===== src/integrity_regs.svh =====
// Register offsets, field positions and reset values of the integrity monitor
// Assumes an APB slave with 32-bit data, one register per aligned word
`ifndef INTEGRITY_REGS_SVH
`define INTEGRITY_REGS_SVH
`define ICS_OFFSET 12'h000
`define ICS_SRC_BIT 7
`define ICS_VIE_BIT 6
`define ICS_VDF_BIT 5
`define ICS_LVRF_BIT 4
`define ICS_RSVD_BIT 3
`define ICS_CFIE_BIT 2
`define ICS_CFF_BIT 1
`define ICS_WDRF_BIT 0
`define ICS_RESET 8'h00
`endif


===== src/integrity_pkg.sv =====
// Types shared by the integrity monitor
// Assumes nothing beyond the register header
package integrity_pkg;
   typedef enum logic [1:0] {
      clk_main = 2'b01,
      clk_safe = 2'b10
   } clk_state_e;
endpackage


===== src/system_integrity_monitor.sv =====
// System integrity monitor: voltage detector, clock security, reset flags
// Assumes analog and oscillator status arrive as asynchronous pins
`timescale 1ns/1ns
`include "integrity_regs.svh"

// Notes on behaviour
// - Bit 7 selects external detect pin when set, main supply when clear.
// - Voltage detection works only when low voltage reset option is on.
// - Bit 5 read-only, follows comparator: 1 below threshold, 0 above.
// - With enable set, every toggle of the detect flag requests interrupt.
// - Bit 6 enable is read/write; pending cleared on service entry.
// - Glitch filter on main oscillator active only with multiplier on.
// - Main clock loss switches CPU clock to the safe oscillator.
// - Main oscillator recovery switches back automatically.
// - Bit 1 set on safe clock use, cleared by read after recovery.
// - Clock security disabled: fail flag reads 0, its enable inert.
// - Bit 2 enable read/write; set flag then raises an interrupt.
// - Events interrupt only when CPU unmasked; both wake from wait.
// - In halt the register freezes and clock security stops.
// - Bit 4 set by low voltage reset, cleared by software zero write.
// - Low voltage flag survives later pin or watchdog resets.
// - Bit 0 set by watchdog reset, cleared by zero write or low voltage.
// - Flags encode cause: 00 pin, 01 watchdog, 1x low voltage.
// - Register resets to 00h, cause flags depend on reset source.
// - Enabling while still low gives one interrupt now, one at crossing.
module system_integrity_monitor (
   input wire logic pclk,
   input wire logic presetn,
   input wire logic psel,
   input wire logic penable,
   input wire logic pwrite,
   input wire logic [11:0] paddr,
   input wire logic [31:0] pwdata,
   input wire logic [3:0] pstrb,
   output logic [31:0] prdata,
   output logic pready,
   output logic pslverr,
   input wire logic supply_cmp,
   input wire logic external_detect_pin,
   input wire logic main_osc_ok,
   input wire logic lvd_option,
   input wire logic css_option,
   input wire logic pll_enable,
   input wire logic cause_lvd,
   input wire logic cause_wdg,
   input wire logic halt_mode,
   input wire logic wait_mode,
   input wire logic cpu_irq_mask,
   input wire logic voltage_irq_ack,
   input wire logic clock_fail_irq_ack,
   output logic use_safe_clock,
   output logic glitch_filter_on,
   output logic voltage_irq,
   output logic clock_fail_irq,
   output logic wake_from_wait
);
   // Three-stage synchronisers for pins
   logic [2:0] sup_s, ext_s, osc_s;
   logic sup_q, ext_q, osc_q;
   logic src_sel, v_ie, vdf, lvrf, cf_ie, cff, wdrf;
   logic v_pend, cf_pend;
   integrity_pkg::clk_state_e clk_st;
   logic cmp_now, css_active;
   logic wr_acc, rd_acc, hit;
   logic [7:0] reg_val;

   always_ff @(posedge pclk or negedge presetn) begin
      if (!presetn) begin
         sup_s <= 3'h0;
         ext_s <= 3'h0;
         osc_s <= 3'h7;
      end else begin
         sup_s <= {sup_s[1:0], supply_cmp};
         ext_s <= {ext_s[1:0], external_detect_pin};
         osc_s <= {osc_s[1:0], main_osc_ok};
      end
   end

   // Change counts once stages two and three agree
   always_ff @(posedge pclk or negedge presetn) begin
      if (!presetn) begin
         sup_q <= 1'b0;
         ext_q <= 1'b0;
         osc_q <= 1'b1;
      end else begin
         if (sup_s[2] == sup_s[1])
            sup_q <= sup_s[2];
         if (ext_s[2] == ext_s[1])
            ext_q <= ext_s[2];
         if (osc_s[2] == osc_s[1])
            osc_q <= osc_s[2];
      end
   end

   assign cmp_now = lvd_option & (src_sel ? ext_q : sup_q);
   assign css_active = css_option & ~halt_mode;

   assign hit = (paddr[11:2] == 10'(`ICS_OFFSET >> 2));
   assign wr_acc = psel & penable & pwrite & hit & ~halt_mode;
   assign rd_acc = psel & penable & ~pwrite & hit;

   function automatic logic lane0_wr(input logic w, input logic [3:0] s);
      lane0_wr = w & s[0];
   endfunction

   // Software control bits, frozen in halt
   always_ff @(posedge pclk or negedge presetn) begin
      if (!presetn) begin
         src_sel <= 1'b0;
         v_ie <= 1'b0;
         cf_ie <= 1'b0;
      end else if (lane0_wr(wr_acc, pstrb)) begin
         src_sel <= pwdata[`ICS_SRC_BIT];
         v_ie <= pwdata[`ICS_VIE_BIT];
         cf_ie <= pwdata[`ICS_CFIE_BIT];
      end
   end

   // Detect flag tracks comparator, not frozen by bus
   always_ff @(posedge pclk or negedge presetn) begin
      if (!presetn)
         vdf <= 1'b0;
      else if (!halt_mode)
         vdf <= cmp_now;
   end

   // Voltage pending: toggle or enable while low; set beats ack
   always_ff @(posedge pclk or negedge presetn) begin
      if (!presetn)
         v_pend <= 1'b0;
      else if (!halt_mode && v_ie && vdf != cmp_now)
         v_pend <= 1'b1;
      else if (lane0_wr(wr_acc, pstrb) && !v_ie && pwdata[`ICS_VIE_BIT]
               && vdf)
         v_pend <= 1'b1;
      else if (voltage_irq_ack || !v_ie)
         v_pend <= 1'b0;
   end

   // Clock source selection
   always_ff @(posedge pclk or negedge presetn) begin
      if (!presetn)
         clk_st <= integrity_pkg::clk_main;
      else begin
         case (clk_st)
            integrity_pkg::clk_main: begin
               if (css_active && !osc_q)
                  clk_st <= integrity_pkg::clk_safe;
            end
            integrity_pkg::clk_safe: begin
               if (!css_active || osc_q)
                  clk_st <= integrity_pkg::clk_main;
            end
            default:
               clk_st <= integrity_pkg::clk_main;
         endcase
      end
   end

   // Clock fail flag: set wins over read clear
   always_ff @(posedge pclk or negedge presetn) begin
      if (!presetn)
         cff <= 1'b0;
      else if (!css_option)
         cff <= 1'b0;
      else if (halt_mode)
         cff <= cff;
      else if (clk_st == integrity_pkg::clk_safe)
         cff <= 1'b1;
      else if (rd_acc && osc_q)
         cff <= 1'b0;
   end

   always_ff @(posedge pclk or negedge presetn) begin
      if (!presetn)
         cf_pend <= 1'b0;
      else if (css_option && cf_ie && !halt_mode && !cff
               && clk_st == integrity_pkg::clk_safe)
         cf_pend <= 1'b1;
      else if (clock_fail_irq_ack || !cf_ie || !css_option)
         cf_pend <= 1'b0;
   end

   // Low voltage flag has no reset, so later resets keep it
   always_ff @(posedge pclk) begin
      if (cause_lvd)
         lvrf <= 1'b1;
      else if (lane0_wr(wr_acc, pstrb) && !pwdata[`ICS_LVRF_BIT])
         lvrf <= 1'b0;
   end

   // Watchdog flag; causes sampled on edges after release
   always_ff @(posedge pclk or negedge presetn) begin
      if (!presetn)
         wdrf <= 1'b0;
      else if (cause_lvd)
         wdrf <= 1'b0;
      else if (cause_wdg)
         wdrf <= 1'b1;
      else if (lane0_wr(wr_acc, pstrb) && !pwdata[`ICS_WDRF_BIT])
         wdrf <= 1'b0;
   end

   always_comb begin
      reg_val = 8'h00;
      reg_val[`ICS_SRC_BIT] = src_sel;
      reg_val[`ICS_VIE_BIT] = v_ie;
      reg_val[`ICS_VDF_BIT] = vdf;
      reg_val[`ICS_LVRF_BIT] = lvrf;
      reg_val[`ICS_RSVD_BIT] = 1'b0;
      reg_val[`ICS_CFIE_BIT] = cf_ie;
      reg_val[`ICS_CFF_BIT] = cff & css_option;
      reg_val[`ICS_WDRF_BIT] = wdrf;
   end

   // APB answer: zero-wait, error on unmapped address
   always_ff @(posedge pclk or negedge presetn) begin
      if (!presetn) begin
         prdata <= 32'h0;
         pready <= 1'b0;
         pslverr <= 1'b0;
      end else begin
         pready <= psel & ~penable;
         pslverr <= psel & ~penable & ~hit;
         if (psel && !penable && !pwrite && hit)
            prdata <= {24'h0, reg_val};
         else
            prdata <= 32'h0;
      end
   end

   // Outputs to clocking and interrupt controller
   always_ff @(posedge pclk or negedge presetn) begin
      if (!presetn) begin
         use_safe_clock <= 1'b0;
         glitch_filter_on <= 1'b0;
         voltage_irq <= 1'b0;
         clock_fail_irq <= 1'b0;
         wake_from_wait <= 1'b0;
      end else begin
         use_safe_clock <= (clk_st == integrity_pkg::clk_safe);
         glitch_filter_on <= css_option & pll_enable;
         voltage_irq <= v_pend & ~cpu_irq_mask;
         clock_fail_irq <= cf_pend & ~cpu_irq_mask;
         wake_from_wait <= wait_mode & (v_pend | cf_pend);
      end
   end
endmodule


===== config.mk =====
export PLATFORM = sky130hd
export DESIGN_NAME = system_integrity_monitor
export DESIGN_NICKNAME = d
export VERILOG_FILES = /design/src/integrity_pkg.sv /design/src/system_integrity_monitor.sv
export VERILOG_INCLUDE_DIRS = /design/src
export SDC_FILE = /design/constraint.sdc
export NUM_CORES = 1
export LEC_CHECK = 0
export ABC_AREA = 1
export BUFFER_PORTS_ARGS = -buffer_cell sky130_fd_sc_hd__buf_2
export CAP_MARGIN = 20
export CORE_MARGIN = 2
export CORE_UTILIZATION = 35
export CTS_CLUSTER_DIAMETER = 40
export DETAILED_ROUTE_END_ITERATION = 8
export GPL_ROUTABILITY_DRIVEN = 1
export HOLD_SLACK_MARGIN = 0.02
export MAX_ROUTING_LAYER = met4
export PLACE_DENSITY = 0.72
export SLEW_MARGIN = 40
export SYNTH_ARGS = -nofsm -noshare
export SYNTH_HDL_FRONTEND = slang
export SYNTH_SLANG_ARGS = --single-unit

===== constraint.sdc =====
create_clock -name pclk -period 1.4 [get_ports pclk]
set_input_delay 0.07 -clock pclk [delete_from_list [all_inputs] [get_ports pclk]]
set_output_delay 0.07 -clock pclk [all_outputs]
set_load 0.05 [all_outputs]

==> reports/metrics.cfg, run 1 <==
[run_status]
run_status = finished clean

[die]
dieArea_um2 = 5120
rows = 24
die-height_um = 71.5
die_x_um = 71.5
ioPinCount = 105
floorplan.initialDensity = 0.364
fp.coreArea_um2 = 4380

[timing]
skew_ns = 0.00571
holdWs_ns = 0.0283
slew_viol_final = 0
rsz0062_at_grt = false
hold_viol_final = 0
fmax_mhz = 831
setup_slack_ns = 0.196
setup_viol = 0
layout_min_cycle_time_ns = 1.20
period_share = 0.860
fin_tns_setup_ns = 0

[final_layout]
drive_gt1_frac = 0.379
final_cells = 271
layout_commonest_cell = buf_2
nFillCells = 432
final_cell_mix = 47 x buf_2, 31 x dfrtp_1, 25 x conb_1, 22 x nand2_1, 15 x inv_1
fin_nets = 285
n_antenna_cell = 0
area_growth_pct = 28.0

[clock_network]
cts_buffer_depth = 2
clock_sinks = 37
htreeDepth = 2
cts_tree = yes
clk_pin_slew_ns = 0.07
cts_setup_buffers = 0
cts_buffers = 5
insertion_delay_ns = 0.28
cts_resized = 0
cts_root_buf = clkbuf_8

[yosys]
yosysSeqAreaShare = 0.581
syn_inst = 153
ys_ff_latch = 37
yosys.cell_types.count = 25
synth_area_per_cell_um2 = 10.4
yosys_warnings = 0
netlist_area_um2 = 1600

[routing]
antenna_left = 0
vias_per_cell = 4.14
vias = 1122
wire_per_inst_um = 9.83
drtPass1Iterations = 4
drc_errors = 0
drt_first_iter_violations = 45
wl_um = 2660

[power_and_ir_drop]
p_leak_uw = 0.00117
vdd_ir_drop_max_v = 0.000439
finalPower_uw = 2320
power_density_nw_per_um2 = 1130

[critical_path]
cp_slowest_cell = dlygate4sd3_1
end_kind = register
crit_family = buffers and inverters
regToRegSetupSlack_ns = 0.22
cp.arrival_ns = 1.36
critPathBufInv = 2
cp.required_ns = 1.56
path_cells = buf_2, nor2_2, nand3_2, nor2_8, nand3_1, nand2_1, a21oi_1, dlygate4sd3_1
crit_type = input pin to register
cp-start-kind = input pin
max_stage_delay_ns = 0.56
path_max_fanout = 7

[hold_path]
hold_class = input pin to register

[placed_design]
io_buffers = 47
place_inst = 252
place_ws_ns = 0.297
dp_hpwl_um = 1980
routabilityCongestion = 0.752

[grt]
grt_max_degree = 37
antenna_found_initial = 0
track_usage = 0.119
overflow = 0
grt_pass1_vias = 1056
grt_pass1_wl_um = 4460

[job]
max-cap-violations = 0

what timing repair did:
action,CTS,global route
endpoints found under the hold margin,49,0
endpoints found under the setup margin,0,0
hold buffers,12,0
worst paths after layout:
check                           cells past startpoint        from          endpoint
min in group asynchronous                           3     presetn          ext_s[0]
max in group asynchronous                           3     presetn             osc_q
worst min register to register                      0    sup_s[0]          sup_s[1]
worst max register to register                      3        wdrf              wdrf
worst min-delay path                                3  css_option  glitch_filter_on
worst max-delay path                                8    paddr[5]              wdrf
stage by stage:
step                area [um^2]   util
floorplan                  1690      -
global placement           1820  0.415
finish                     2040  0.466
global route               2040  0.466
CTS                        2040  0.466
detailed placement         1820  0.415
area by class of cell:
type	instances	area (um^2)	area share
multi-input cells	96	500	0.245
inverters	19	71.3	0.0349
clock inverters	2	35.0	0.0171
well taps	52	65.1	0.0318
flip-flops and latches	37	927	0.454
clock buffers	5	68.8	0.0337
repair buffers	60	375	0.184
metal layers:
layer,wire length [um],global-route usage,vias up
li1,-,-,549
met1,1100,0.129,505
met2,1250,0.193,62
met3,279,0.0422,6
met4,39,0.0566,0
met5,0,-,-
cell families after synthesis:
group / share of synthesized area
AOI/OAI and AO/OA: 0.0266
adders and majority gates: 0.0188
buffers and inverters: 0.162
DFF: 0.581
other: 0.00235
and+or+nand+nor: 0.209
worst register-to-register path: cells and delay by family, from the launching register on:
kind / cells / cell delay, ns
simple gates: 1 / 0.07
flops: 1 / 0.38
buf+inv: 1 / 0.56
compound gates: 1 / 0.06
sequential cells by signal, indices dropped and copies added, names as in the netlist, 2 cells and up:
name,cells
osc_s,3
prdata,7
clk_st,2
ext_s,3
sup_s,3
cell usage after synthesis (all sizes together):
master  instances  area share
a21oi           3      0.0094
buf            25        0.12
conb            1      0.0023
dfrtp          31        0.49
dfstp           5       0.082
dfxtp           1       0.013
inv            19       0.045
maj3            3       0.019
nand2          24       0.063
nand3           8       0.031
nand3b          1       0.013
nand4           1      0.0039
nor2           22       0.081
nor3            3      0.0094
nor3b           1      0.0047
o21a            2      0.0094
o21ai           1      0.0031
o21bai          1      0.0047
or2             1      0.0039
report_power, final:
part           total [uW]  switching (uW)  leakage (uW)  internal, uW
Clock                 857             341     0.0000540           517
Combinational         330             241      0.000660          89.2
Sequential           1130            17.4      0.000459          1110
(Power assumes the default switching activity.)
==> run 2: changes to the inputs <==
--- a/config.mk
+++ b/config.mk
@@ -16,7 +16,7 @@
 export GPL_ROUTABILITY_DRIVEN = 1
 export HOLD_SLACK_MARGIN = 0.02
 export MAX_ROUTING_LAYER = met4
-export PLACE_DENSITY = 0.72
+export PLACE_DENSITY = 0.78
 export SLEW_MARGIN = 40
 export SYNTH_ARGS = -nofsm -noshare
 export SYNTH_HDL_FRONTEND = slang
==> constraint.sdc (replaced) <==
create_clock -name pclk -period 0.95 [get_ports pclk]
set_input_delay 0.0475 -clock pclk [delete_from_list [all_inputs] [get_ports pclk]]
set_output_delay 0.0475 -clock pclk [all_outputs]
set_load 0.05 [all_outputs]
==> run 2 against run 1 <==
  * The flow now finishes with violations (negative setup slack)
  * Critical path depth shrank 2
  * Clock power grew 19%
  * Cell count grew 4.8%
  * Register-to-register slack lost 0.31 ns
  * First-iteration DRC count grew 44%
==> reports/metrics.cfg, run 2 (same netlist as run 1, synthesis figures left out) <==
[final_layout]
final_cell_mix = 45 x buf_2, 31 x dfrtp_1, 25 x conb_1, 17 x nand2_1, 16 x dlygate4sd3_1
fin_nets = 297  ; +4.2%
layout_commonest_cell = buf_2
drive_gt1_frac = 0.440  ; +0.0607
n_antenna_cell = 0  ; unchanged
area_growth_pct = 35.7
largest_reg_flops = 7  ; unchanged
largest_register = prdata
final_util = 0.494  ; +0.0280

[critical_path]
max_stage_delay_ns = 0.53  ; -0.03 ns
path_cells = nor3b_2, nand2_1, nand2_1, nand2_1, nand2_1, nand2_1
cp-start-kind = register
critPathBufInv = 0  ; -2
crit_type = register to register
cp_slowest_cell = dfstp_2
crit_path_frequent_cell = nand2_1
crit_family = flip-flops
cp.depth = 6  ; -2
cp.arrival_ns = 1.22  ; -0.14 ns
path_max_fanout = 2  ; -5
end_kind = register
r2r_cells = 6  ; +3
cp.required_ns = 1.13  ; -0.43 ns

[hold_path]
hold_class = input pin to register
holdPathStages = 3  ; unchanged

[clock_network]
htreeDepth = 2  ; unchanged
cts_tree = yes
clk_pin_slew_ns = 0.07  ; about the same
clock_sinks = 37  ; unchanged
cts_buffer_depth = 2  ; unchanged
insertion_delay_ns = 0.28  ; about the same
cts_root_buf = clkbuf_8
cts_buffers = 5  ; unchanged

[timing]
rsz0062_at_grt = true
skew_ns = 0.00311  ; -0.00260 ns
setup_viol = 3  ; +3
hold_viol_final = 0  ; unchanged
fmax_mhz = 962
layout_min_cycle_time_ns = 1.04
slew_viol_final = 0  ; unchanged
setup_slack_ns = -0.0896  ; -0.286 ns
period_share = 1.09

[routing]
vias = 1181  ; +5.3%
drtPass1Iterations = 4  ; unchanged
wire_per_inst_um = 10.6  ; +7.6%
vias_per_cell = 4.16  ; +0.44%
antenna_left = 0  ; unchanged
wl_um = 3000  ; +13%
drc_errors = 0  ; unchanged
drt_first_iter_violations = 65  ; +44%

[power_and_ir_drop]
vdd_ir_drop_max_v = 0.000634  ; +44%
power_density_nw_per_um2 = 1490  ; +31%
finalPower_uw = 3220  ; +39%
p_leak_uw = 0.00123  ; +4.7%

[grt]
antenna_found_initial = 0  ; unchanged
grt_max_degree = 18  ; -51%
grt_pass1_vias = 1127  ; +6.7%
overflow = 0  ; unchanged
track_usage = 0.132  ; +0.0133
grt_pass1_wl_um = 4850  ; +8.8%

[die]
ioPinCount = 105  ; unchanged
die-height_um = 71.5  ; unchanged
rows = 24  ; unchanged
fp.coreArea_um2 = 4380  ; unchanged
dieArea_um2 = 5120  ; unchanged
floorplan.initialDensity = 0.364  ; unchanged
die_x_um = 71.5  ; unchanged

[placed_design]
dp_hpwl_um = 2220  ; +12%
routabilityCongestion = 0.822  ; +9.4%
io_buffers = 47  ; unchanged

[run_status]
violations = negative setup slack
run_status = complete, but fails checks

[job]
max-cap-violations = 0  ; unchanged

==> run 2: cell count changes in the layout (fill, tap and decap cells not counted), sizes merged <==
cell	previous run	this run
buf	48	54
bufinv	1	0
clkinv	1	2
clkbuf	5	8
dlygate4sd3	12	16
==> run 2: through the flow <==
step | cells | hold WS (ns) | setup TNS (ns) | cell area, um^2 | setup WS (ns)
after global routing | 284 | 0.0597 | -0.520 | 2170 | -0.207
final | 284 | 0.0301 | -0.210 | 2170 | -0.0896
after global placement | 259 | -0.0568 | -0.0827 | 1880 | -0.0507
after CTS | 284 | 0.0240 | -0.221 | 2130 | -0.0996
after detailed placement | 259 | -0.0509 | -0.182 | 1880 | -0.0742
after floorplan | 177 | -0.248 | -0.0462 | 1690 | -0.0462
==> run 2: timing repair <==
action,in CTS,in global routing
pin swaps,1,5
resized for setup,1,13
setup buffers,1,0
endpoints found under the setup margin,4,8
hold buffers,16,0
hold endpoints to repair,49,0
==> run 2: worst reg2reg max path, cell delays in order, from the launching register on <==
cell and delay (ns):
dfstp_2 0.53, nor3b_2 0.14, nand2_1 0.06, nand2_1 0.07, nand2_1 0.04, nand2_1 0.05, nand2_1 0.04
==> run 2: power by group <==
part / leakage, uW / switching, uW / internal [uW]
clock network: 0.0000450 / 510 / 507
registers: 0.000459 / 26.1 / 1640
logic: 0.000725 / 377 / 165
==> run 2: metal layers <==
metal	wire length, um	track usage
met1	1180	0.146
met3	228	0.0380
met5	0	-
met2	1520	0.213
met4	79	0.0755
==> run 2: layout make-up <==
class | count | area [um^2]
fill | 418 | 2220
sequential | 37 | 927
multi-input combinational | 96 | 536
timing repair buffer | 72 | 484
clock buffer | 6 | 72.6
inverter | 19 | 71.3
tap | 52 | 65.1
clock inverter | 2 | 10.0
==> run 2: worst paths after layout <==
path / from / slack [ns] / end
max: osc_q / -0.09 / cff
min in group asynchronous: presetn / 0.18 / clk_st[1]
max reg2reg: osc_q / -0.09 / cff
min reg2reg: ext_s[0] / 0.35 / ext_s[1]
max in group asynchronous: presetn / 0.34 / clock_fail_irq
min: pwdata[7] / 0.03 / src_sel
